<file path="config.mk">
export PLATFORM = sky130hd
export DESIGN_NAME = mode_reg_ctrl_flat
export DESIGN_NICKNAME = d
export VERILOG_FILES = /design/src/core/mode_reg_pkg.sv /design/src/core/mode_link_if.sv /design/src/core/mode_reg_ctrl.sv /design/src/flat_wrapper.sv
export SDC_FILE = /design/constraint.sdc
export NUM_CORES = 1
export LEC_CHECK = 0
export BUFFER_PORTS_ARGS = -buffer_cell sky130_fd_sc_hd__buf_2
export CAP_MARGIN = 20
export CORE_UTILIZATION = 35
export CTS_BUF_LIST = sky130_fd_sc_hd__clkbuf_16
export CTS_CLUSTER_DIAMETER = 150
export DETAILED_ROUTE_END_ITERATION = 8
export MAX_ROUTING_LAYER = met4
export PLACE_DENSITY_LB_ADDON = 0.1
export SYNTH_ARGS = -nofsm -noshare
export SYNTH_HDL_FRONTEND = slang
export SYNTH_SLANG_ARGS = --single-unit
export TNS_END_PERCENT = 10
</file>
<file path="constraint.sdc">
create_clock -name CLK_IN -period 4.1 [get_ports CLK_IN]
set_clock_uncertainty 0.05 [all_clocks]
set_input_delay 0.82 -clock CLK_IN [delete_from_list [all_inputs] [get_ports CLK_IN]]
set_output_delay 0.82 -clock CLK_IN [all_outputs]
set_load 0.03 [all_outputs]
</file>
<file path="src/core/mode_reg_pkg.sv">
/*
 * Shared constants for the mode register two/three configuration link.
 * Assumes both ends share one clock and meet in mode_link_if.
 */
package mode_reg_pkg;
    // ------------------------------------------------------------------
    // Command and address field layout
    // ------------------------------------------------------------------
    localparam int ADDR_W              = 14;
    localparam int BANK_W              = 3;
    localparam logic [2:0] BANK_MR2    = 3'h2;
    localparam logic [2:0] BANK_MR3    = 3'h3;
    localparam int TERM_LSB            = 9;
    localparam int CWL_LSB             = 3;
    localparam int SRT_BIT             = 7;
    localparam int RETAIN_LSB          = 0;
    localparam int READOUT_EN_BIT      = 2;
    localparam logic [13:0] MR2_ZERO_MASK = 14'h3940;
    localparam logic [13:0] MR3_ZERO_MASK = 14'h3FF8;
    // ------------------------------------------------------------------
    // Field encodings and reset values
    // ------------------------------------------------------------------
    localparam logic [1:0] TERM_OFF    = 2'h0;
    localparam logic [1:0] TERM_DIV4   = 2'h1;
    localparam logic [1:0] TERM_DIV2   = 2'h2;
    localparam logic [2:0] CWL_MAX_CODE = 3'h4;
    localparam logic [3:0] CWL_BASE    = 4'h5;
    localparam logic [13:0] MR2_RESET  = 14'h0000;
    localparam logic [13:0] MR3_RESET  = 14'h0000;
    localparam logic [15:0] READOUT_PATTERN = 16'h00FF;
    // ------------------------------------------------------------------
    // Software register map of the controller end
    // ------------------------------------------------------------------
    localparam logic [3:0] REG_MR2     = 4'h0;
    localparam logic [3:0] REG_MR3     = 4'h4;
    localparam logic [3:0] REG_CTRL    = 4'h8;
    localparam logic [3:0] REG_STATUS  = 4'hC;
    localparam int CTRL_SEND2_BIT      = 0;
    localparam int CTRL_SEND3_BIT      = 1;
    localparam int CTRL_HOT_BIT        = 2;
    localparam int CTRL_DLLOFF_BIT     = 3;
    localparam int CTRL_SREF_BIT       = 4;
    localparam logic [31:0] UNMAPPED_VALUE = 32'h0000_0000;
    // ------------------------------------------------------------------
    // Refresh timing
    // ------------------------------------------------------------------
    localparam int CLK_HZ              = 25000000;
    localparam int REFI_NORMAL_NS      = 7800;
    localparam int REFI_HOT_NS         = 3900;
    localparam int REFI_NORMAL_CYC     = REFI_NORMAL_NS / (1000000000 / CLK_HZ);
    localparam int REFI_HOT_CYC        = REFI_HOT_NS / (1000000000 / CLK_HZ);
endpackage

</file>
<file path="src/core/mode_link_if.sv">
/*
 * Command/address link between the controller and the mode register end.
 * Assumes one shared clock; the testbench connects both modports.
 */
`timescale 1ns/1ps
interface mode_link_if;
    import mode_reg_pkg::*;
    logic              cs_n;
    logic              ras_n;
    logic              cas_n;
    logic              we_n;
    logic [BANK_W-1:0] bank;
    logic [ADDR_W-1:0] addr;
    logic              wr_level;
    logic              self_ref;
    logic              refresh;
    modport device_end (input cs_n, ras_n, cas_n, we_n, bank, addr, wr_level, self_ref,
                        refresh);
    modport ctrl_end   (output cs_n, ras_n, cas_n, we_n, bank, addr, wr_level, self_ref,
                        refresh);
endinterface

</file>
<file path="src/core/mode_reg_ctrl.sv">
/*
 * Controller end: software registers over classic Wishbone, mode-set issue.
 * Assumes a classic single-cycle Wishbone master on CLK_IN.
 */
// Added by the designer: register access over Wishbone and the placing of the registers.
`timescale 1ns/1ps
module mode_reg_ctrl (
    input  wire logic         CLK_IN,
    input  wire logic         RST_IN,
    input  wire logic         WB_CYC_IN,
    input  wire logic         WB_STB_IN,
    input  wire logic         WB_WE_IN,
    input  wire logic [3:0]   WB_ADR_IN,
    input  wire logic [3:0]   WB_SEL_IN,
    input  wire logic [31:0]  WB_DAT_IN,
    output logic      [31:0]  WB_DAT_OUT,
    output logic              WB_ACK_OUT,
    mode_link_if.ctrl_end     link
);
    import mode_reg_pkg::*;

    typedef enum logic [1:0] {IDLE, ISSUE, HOLD} phase_t;

    typedef struct packed {
        logic [13:0] mr2;
        logic [13:0] mr3;
        logic [4:0]  ctrl;
        logic        ack;
        logic [31:0] rdat;
        logic        pend2;
        logic        pend3;
        phase_t      ph;
        logic        cmd;
        logic [2:0]  bank;
        logic [13:0] addr;
        logic [8:0]  rcnt;
        logic        rfsh;
    } state_t;

    state_t s_q;
    state_t s_d;
    logic   req;

    // ------------------------------------------------------------------
    // Bus slave, mode-set sequencing and refresh pacing
    // ------------------------------------------------------------------
    always_comb begin
        s_d      = s_q;
        s_d.ack  = 1'b0;
        s_d.rfsh = 1'b0;
        req      = WB_CYC_IN && WB_STB_IN && !s_q.ack;
        if (req) begin
            s_d.ack = 1'b1;
            if (WB_WE_IN && WB_SEL_IN[0] && WB_SEL_IN[1]) begin
                unique case (WB_ADR_IN)
                    REG_MR2: s_d.mr2 = WB_DAT_IN[13:0] & ~MR2_ZERO_MASK;
                    REG_MR3: s_d.mr3 = WB_DAT_IN[13:0] & ~MR3_ZERO_MASK;
                    REG_CTRL: begin
                        s_d.ctrl  = WB_DAT_IN[4:0];
                        s_d.pend2 = s_q.pend2 | WB_DAT_IN[CTRL_SEND2_BIT];
                        s_d.pend3 = s_q.pend3 | WB_DAT_IN[CTRL_SEND3_BIT];
                    end
                    default: ;
                endcase
            end
            unique case (WB_ADR_IN)
                REG_MR2:    s_d.rdat = {18'h0, s_q.mr2};
                REG_MR3:    s_d.rdat = {18'h0, s_q.mr3};
                REG_CTRL:   s_d.rdat = {27'h0, s_q.ctrl};
                REG_STATUS: s_d.rdat = {29'h0, s_q.ph != IDLE, s_q.pend3, s_q.pend2};
                default:    s_d.rdat = UNMAPPED_VALUE;
            endcase
        end
        s_d.cmd = 1'b0;
        unique case (s_q.ph)
            IDLE: begin
                if (s_q.pend2) begin
                    s_d.bank = BANK_MR2;
                    s_d.addr = s_q.mr2;
                    if (s_q.ctrl[CTRL_DLLOFF_BIT]) begin
                        s_d.addr[TERM_LSB +: 2] = TERM_OFF;
                    end
                    if (s_q.ctrl[CTRL_HOT_BIT]) begin
                        s_d.addr[SRT_BIT] = 1'b1;
                    end
                    s_d.pend2 = 1'b0;
                    s_d.cmd   = 1'b1;
                    s_d.ph    = ISSUE;
                end else if (s_q.pend3) begin
                    s_d.bank  = BANK_MR3;
                    s_d.addr  = s_q.mr3;
                    s_d.pend3 = 1'b0;
                    s_d.cmd   = 1'b1;
                    s_d.ph    = ISSUE;
                end
            end
            ISSUE: s_d.ph = HOLD;
            HOLD:  s_d.ph = IDLE;
        endcase
        if (s_q.rcnt == 9'h000) begin
            s_d.rfsh = 1'b1;
            s_d.rcnt = s_q.ctrl[CTRL_HOT_BIT] ? 9'(REFI_HOT_CYC - 1)
                                               : 9'(REFI_NORMAL_CYC - 1);
        end else begin
            s_d.rcnt = s_q.rcnt - 9'h001;
        end
    end

    always_ff @(posedge CLK_IN or posedge RST_IN) begin
        if (RST_IN) begin
            s_q <= '0;
        end else begin
            s_q <= s_d;
        end
    end

    assign WB_ACK_OUT    = s_q.ack;
    assign WB_DAT_OUT    = s_q.rdat;
    assign link.cs_n     = !s_q.cmd;
    assign link.ras_n    = !s_q.cmd;
    assign link.cas_n    = !s_q.cmd;
    assign link.we_n     = !s_q.cmd;
    assign link.bank     = s_q.bank;
    assign link.addr     = s_q.addr;
    assign link.wr_level = 1'b0;
    assign link.self_ref = s_q.ctrl[CTRL_SREF_BIT] &&
                           (s_q.mr2[SRT_BIT] || !s_q.ctrl[CTRL_HOT_BIT]);
    assign link.refresh  = s_q.rfsh;
endmodule // mode_reg_ctrl

</file>
<file path="src/flat_wrapper.sv">
// flat-port wrapper written by rule: the top's interface ports become plain ports
module mode_reg_ctrl_flat import mode_reg_pkg::*;
  (CLK_IN, RST_IN, WB_CYC_IN, WB_STB_IN, WB_WE_IN, WB_ADR_IN, WB_SEL_IN, WB_DAT_IN, WB_DAT_OUT, WB_ACK_OUT, link_cs_n, link_ras_n, link_cas_n, link_we_n, link_bank, link_addr, link_wr_level, link_self_ref, link_refresh);
  mode_link_if link_i ();
  input  wire logic CLK_IN;
  input  wire logic RST_IN;
  input  wire logic WB_CYC_IN;
  input  wire logic WB_STB_IN;
  input  wire logic WB_WE_IN;
  input  wire logic [3:0] WB_ADR_IN;
  input  wire logic [3:0] WB_SEL_IN;
  input  wire logic [31:0] WB_DAT_IN;
  output logic      [31:0] WB_DAT_OUT;
  output logic WB_ACK_OUT;
  output wire logic [$bits(link_i.cs_n)-1:0] link_cs_n;
  output wire logic [$bits(link_i.ras_n)-1:0] link_ras_n;
  output wire logic [$bits(link_i.cas_n)-1:0] link_cas_n;
  output wire logic [$bits(link_i.we_n)-1:0] link_we_n;
  output wire logic [$bits(link_i.bank)-1:0] link_bank;
  output wire logic [$bits(link_i.addr)-1:0] link_addr;
  output wire logic [$bits(link_i.wr_level)-1:0] link_wr_level;
  output wire logic [$bits(link_i.self_ref)-1:0] link_self_ref;
  output wire logic [$bits(link_i.refresh)-1:0] link_refresh;
  assign link_cs_n = link_i.cs_n;
  assign link_ras_n = link_i.ras_n;
  assign link_cas_n = link_i.cas_n;
  assign link_we_n = link_i.we_n;
  assign link_bank = link_i.bank;
  assign link_addr = link_i.addr;
  assign link_wr_level = link_i.wr_level;
  assign link_self_ref = link_i.self_ref;
  assign link_refresh = link_i.refresh;
  mode_reg_ctrl u_core (.CLK_IN(CLK_IN), .RST_IN(RST_IN), .WB_CYC_IN(WB_CYC_IN), .WB_STB_IN(WB_STB_IN), .WB_WE_IN(WB_WE_IN), .WB_ADR_IN(WB_ADR_IN), .WB_SEL_IN(WB_SEL_IN), .WB_DAT_IN(WB_DAT_IN), .WB_DAT_OUT(WB_DAT_OUT), .WB_ACK_OUT(WB_ACK_OUT), .link(link_i));
endmodule
</file>
==> run metrics, run 1 <==
Die ar.=8190 µm²; total gr overflow=0; top cells by instance count after synthesis=54 x buf_4, 53 x dfrtp_1, 18 x mux2_2, 16 x nand2_1, 13 x o21ai_0; Slew HR=0.4182; chip width=90.50 µm; synthesis-stage register bit count=53; delay-heaviest family, CP=simple AND/OR/NAND/NOR gates; peak supply drop=0.1606 mV; CP Class=in2reg; post-synthesis cell count=243; share of cells above drive strength 1=0.3148; PD cells=397.0 nW/µm²; Leak=1.513 nW; via count=1700; CTS tree=done; core area=7408 µm²; # Post-CTS Setup Buffers=0; fin crit share=0.5306; CP cell instances=buf_2, or4b_4, nor3_4, mux2_2; Tightest Hold Check Type=reg2reg; worst path bufs/invs=1; Routed Antenna Nets=0; vias in the first global route=1618; DRT Pass-1 Iters=4; H-Tree Depth=2; # resized after CTS=0; TritonCTS Buffers=5; CTS root buf=clkbuf_16; asr flop ratio synth=1.000; routability congestion estimate=0.7450; CP endpoint kind=register; Avg Synthesized Cell Area=11.28 µm²; Setup violations, final=0; initial antenna violation count=0; MaxCap Viol Count=0; crit path max-delay cell type=or4b_4; Yosys warnings=0; critical path peak fanout=7; Starting Density=0.3700; first-pass GRT wire length=8190 µm; worst endpoint required time=4.23 ns; top-count cell post-synth=buf_4; TritonCTS Sinks=53; DRC errors left=0; area delta synth->final=8.398%; prevailing post-synth register cell=dfrtp_1; clock-pin slew on the worst setup and hold paths=0.07 ns; status=complete, no violations; ant diodes=0; post-synth cell types=42; Final nets=317; sequential area share after synthesis=0.4838; worst path arrival time=2.30 ns; Max clock buf depth=2; Top Ports=102; die height=90.50 µm; unrepaired setup endpoints after global routing=false; fin. max-slew vios=0; Fin. Hold Viols=0; main area contributors after synthesis=dfrtp_1 48%, buf_4 15%, mux2_2 7.4%, mux4_1 2.9%, o21ai_0 2.4%; hold buffers post-CTS=0; post-DP HPWL=3636 µm; Worst Setup Start Kind=input port; # rows=31; Post-synth EDFFs=0; post-layout instance area=2972 µm²; gr usage total=0.1307; Detailed Route WL=4937 µm; Worst Tran Pin Value=0.8715 ns; placed inst area=2804 µm²; Post-Syn Area=2741 µm²; Yosys top cell by area=dfrtp_1; IO Port Bufs=46; slowest stage delay, CP=0.56 ns; Via density=4.607; min Tclk post-route=2.176 ns; Initial DRC Count=43; Final TNS setup=0 ns; Skew-Pair Late Insertion Delay=0.29 ns; Fmax=0.4596 GHz; largest net degree at the start of global routing=42; top cell type's share of synthesized area=0.4838; routed len/inst=13.38 µm
-- cell families after synthesis --
group	count (synthesis)	synth area share
other cells	1	0.001368
flops	53	0.4838
mux	24	0.1136
compound gates	37	0.09585
xor+xnor	3	0.009586
buf+inv	72	0.1734
fa+ha+maj	3	0.01369
simple gates	50	0.1086
-- final cells by class --
cell class              count  area [µm²]
clock buffers               5       125.1
repair buffers             50       260.3
fillers                   744        4437
multi-input cells         147        1049
flip-flops and latches     53        1326
well taps                  99       123.9
clock inverters             3       42.54
inverters                  12       45.04
-- stage by stage --
step / setup slack [ns] / power (mW) / cells / utilization / hold WS [ns]
5_1_grt: 1.872 / 1.236 / 369 / 0.4011 / 0.4461
4_1_cts: 1.909 / 1.198 / 369 / 0.4011 / 0.4218
2_1_floorplan: 1.889 / 0.7078 / 272 / - / 0.3859
3_3_place_gp: 1.579 / 0.7209 / 361 / 0.3785 / 0.3974
3_5_place_dp: 1.615 / 0.7214 / 361 / 0.3785 / 0.4036
6_report: 1.924 / 1.180 / 369 / 0.4011 / 0.4188
-- metal layers --
metal | track usage | vias up | share of wire
met2 | 0.1970 | 52 | 0.46
met3 | 0.03283 | 5 | 0.046
met5 | - | - | 0
li1 | - | 811 | -
met4 | 0.03226 | 0 | 0.0095
met1 | 0.1757 | 832 | 0.48
-- worst paths after layout --
path	from	end	slack, ns	depth (start not counted)
worst max-delay path	WB_ADR_IN[2]	u_core.s_q[68]	1.92	4
worst min-delay path	u_core.link.bank[1]	u_core.link.bank[1]	0.42	1
worst max register to register	u_core.WB_ACK_OUT	u_core.s_q[68]	2.18	3
worst min register to register	u_core.link.bank[1]	u_core.link.bank[1]	0.42	1
max in group asynchronous	RST_IN	u_core.s_q[94]	2.63	3
min in group asynchronous	RST_IN	u_core.s_q[4]	0.67	2
-- placed cells by master, fill, tap and decap left out, types with 5 or more instances in the layout --
master / netlist / final
a22o_1: 6 / 6
mux2_2: 18 / 18
nor2_1: 10 / 10
dfrtp_1: 53 / 53
nand2_1: 16 / 16
clkbuf_16: 0 / 5
o21ai_0: 13 / 13
buf_2: 2 / 46
conb_1: 1 / 30
inv_1: 12 / 12
-- state kept, by name, summed over array words and instances, names as in the netlist --
name / flops
u_core.WB_ACK_OUT: 1
u_core.link.addr: 9
u_core.s_q: 31
u_core.WB_DAT_OUT: 9
u_core.link.refresh: 1
u_core.link.bank: 2
-- power breakdown --
part           switching [mW]  internal [mW]
clock network           0.183          0.287
registers              0.0232          0.546
logic                  0.0978         0.0419
-- worst register-to-register path, cell delays in order (launching register included) --
cell      delay [ns]
dfrtp_1         0.37
nand3b_2        0.47
nor3_4          0.54
mux2_2          0.39
No activity file was read; power rests on OpenSTA's default activity.
==> inputs of run 2 (changes only) <==
==> constraint.sdc (replaced) <==
create_clock -name CLK_IN -period 2.15 [get_ports CLK_IN]
set_clock_uncertainty 0.05 [all_clocks]
set_input_delay 0.43 -clock CLK_IN [delete_from_list [all_inputs] [get_ports CLK_IN]]
set_output_delay 0.43 -clock CLK_IN [all_outputs]
set_load 0.03 [all_outputs]
==> run 2 against run 1 <==
Compared with the run above:
- die area stayed put
- combinational power is 100% higher
- clock power is 110% higher
- power is 100% higher
- via count is 0.18% higher
- register-to-register slack worse by 1.8 ns
- hold slack worse by 0.27 ns
- critical endpoint is now u_core.s_q[84]
==> run metrics, run 2 (synthesis gave the netlist of run 1 again) <==
post-DP HPWL=3866 µm; vias in the first global route=1697; Worst Setup Start Kind=register; critical path peak fanout=9; Max clock buf depth=2; Leak=1.566 nW; CP Class=reg2reg; Setup violations, final=0; via count=1703; largest net degree at the start of global routing=29; Detailed Route WL=4998 µm; # resized after CTS=0; commonest non-fill, non-tap cell in the layout=dfrtp_1; Final TNS setup=0 ns; die height=90.50 µm; clock-pin slew on the worst setup and hold paths=0.07 ns; chip width=90.50 µm; fin. max-slew vios=0; final core utilization=0.4133; Skew-Pair Late Insertion Delay=0.29 ns; CTS root buf=clkbuf_16; total gr overflow=0; hold buffers post-CTS=0; worst path arrival time=1.92 ns; area delta synth->final=11.68%; status=complete, no violations; CTS tree=done; PD cells=775.2 nW/µm²; worst endpoint required time=2.27 ns; min Tclk post-route=1.794 ns; CP endpoint kind=register; ant diodes=0; Top Ports=102; TritonCTS Sinks=53; max reg flops=31; fin crit share=0.8345; Most flops, register=u_core.s_q; Fin. Hold Viols=0; Die ar.=8190 µm²; commonest non-fill, non-tap cells in the layout=53 x dfrtp_1, 46 x buf_2, 30 x conb_1; initial antenna violation count=0; peak supply drop=0.3046 mV; Starting Density=0.3700; # Post-CTS Setup Buffers=0; TritonCTS Buffers=5; Final nets=326; routed len/inst=13.22 µm; unrepaired setup endpoints after global routing=false; routability congestion estimate=0.7459; Tightest Hold Check Type=in2async; H-Tree Depth=2; gr usage total=0.1377; share of cells above drive strength 1=0.3405; core area=7408 µm²; Fmax=0.5574 GHz; Routed Antenna Nets=0; DRC errors left=0; IO Port Bufs=46; first-pass GRT wire length=8631 µm; DRT Pass-1 Iters=4; Initial DRC Count=68; MaxCap Viol Count=0; # rows=31; Via density=4.505
==> run 2: critical path, cell delays in order (launching register included) <==
cell and delay, ns:
dfrtp_1 0.37, nand3b_2 0.35, nor3b_1 0.36, buf_4 0.22
mux2_2 0.34
==> run 2: layout make-up <==
class,count,area (µm²)
repair buffers,59,327.8
flip-flops and latches,53,1326
inverters,12,45.04
clock buffers,5,125.1
multi-input cells,147,1049
clock inverters,3,65.06
well taps,99,123.9
fillers,726,4347
==> run 2: power by group <==
part / internal (mW) / total (mW) / switching, mW
logic: 0.0904 / 0.281 / 0.191
clock network: 0.665 / 1.01 / 0.342
registers: 1.04 / 1.09 / 0.0434
==> run 2: stage by stage <==
stage / setup slack [ns] / power (mW) / cell area (µm²) / hold WS, ns / instances
final: 0.3558 / 2.373 / 3062 / 0.1461 / 378
after global routing: 0.1788 / 2.490 / 3062 / 0.1828 / 378
after CTS: 0.3402 / 2.416 / 3062 / 0.1569 / 378
after detailed placement: 0.1689 / 1.390 / 2872 / 0.3989 / 370
after global placement: 0.1725 / 1.389 / 2872 / 0.3975 / 370
after floorplan: 0.3287 / 1.350 / 2850 / 0.3859 / 272
==> run 2: final timing paths <==
| path | from | cells past startpoint | slack, ns | endpoint |
|---|---|---|---|---|
| min in group CLK_IN | WB_DAT_IN[5] | 2 | 0.33 | u_core.s_q[89] |
| worst min register to register | u_core.link.bank[1] | 1 | 0.41 | u_core.link.bank[1] |
| worst max register to register | u_core.WB_ACK_OUT | 4 | 0.36 | u_core.s_q[84] |
| max in group asynchronous | RST_IN | 3 | 1.61 | u_core.link.bank[0] |
| worst min-delay path | RST_IN | 3 | 0.15 | u_core.link.refresh |
| worst max-delay path | u_core.WB_ACK_OUT | 4 | 0.36 | u_core.s_q[84] |
==> run 2: layer usage <==
metal / share of wire / GRT usage / vias to the layer above
met5: 0 / - / -
met4: 0.012 / 0.04435 / 0
met3: 0.035 / 0.02862 / 5
met2: 0.45 / 0.2027 / 50
met1: 0.50 / 0.1893 / 818
li1: - / - / 830
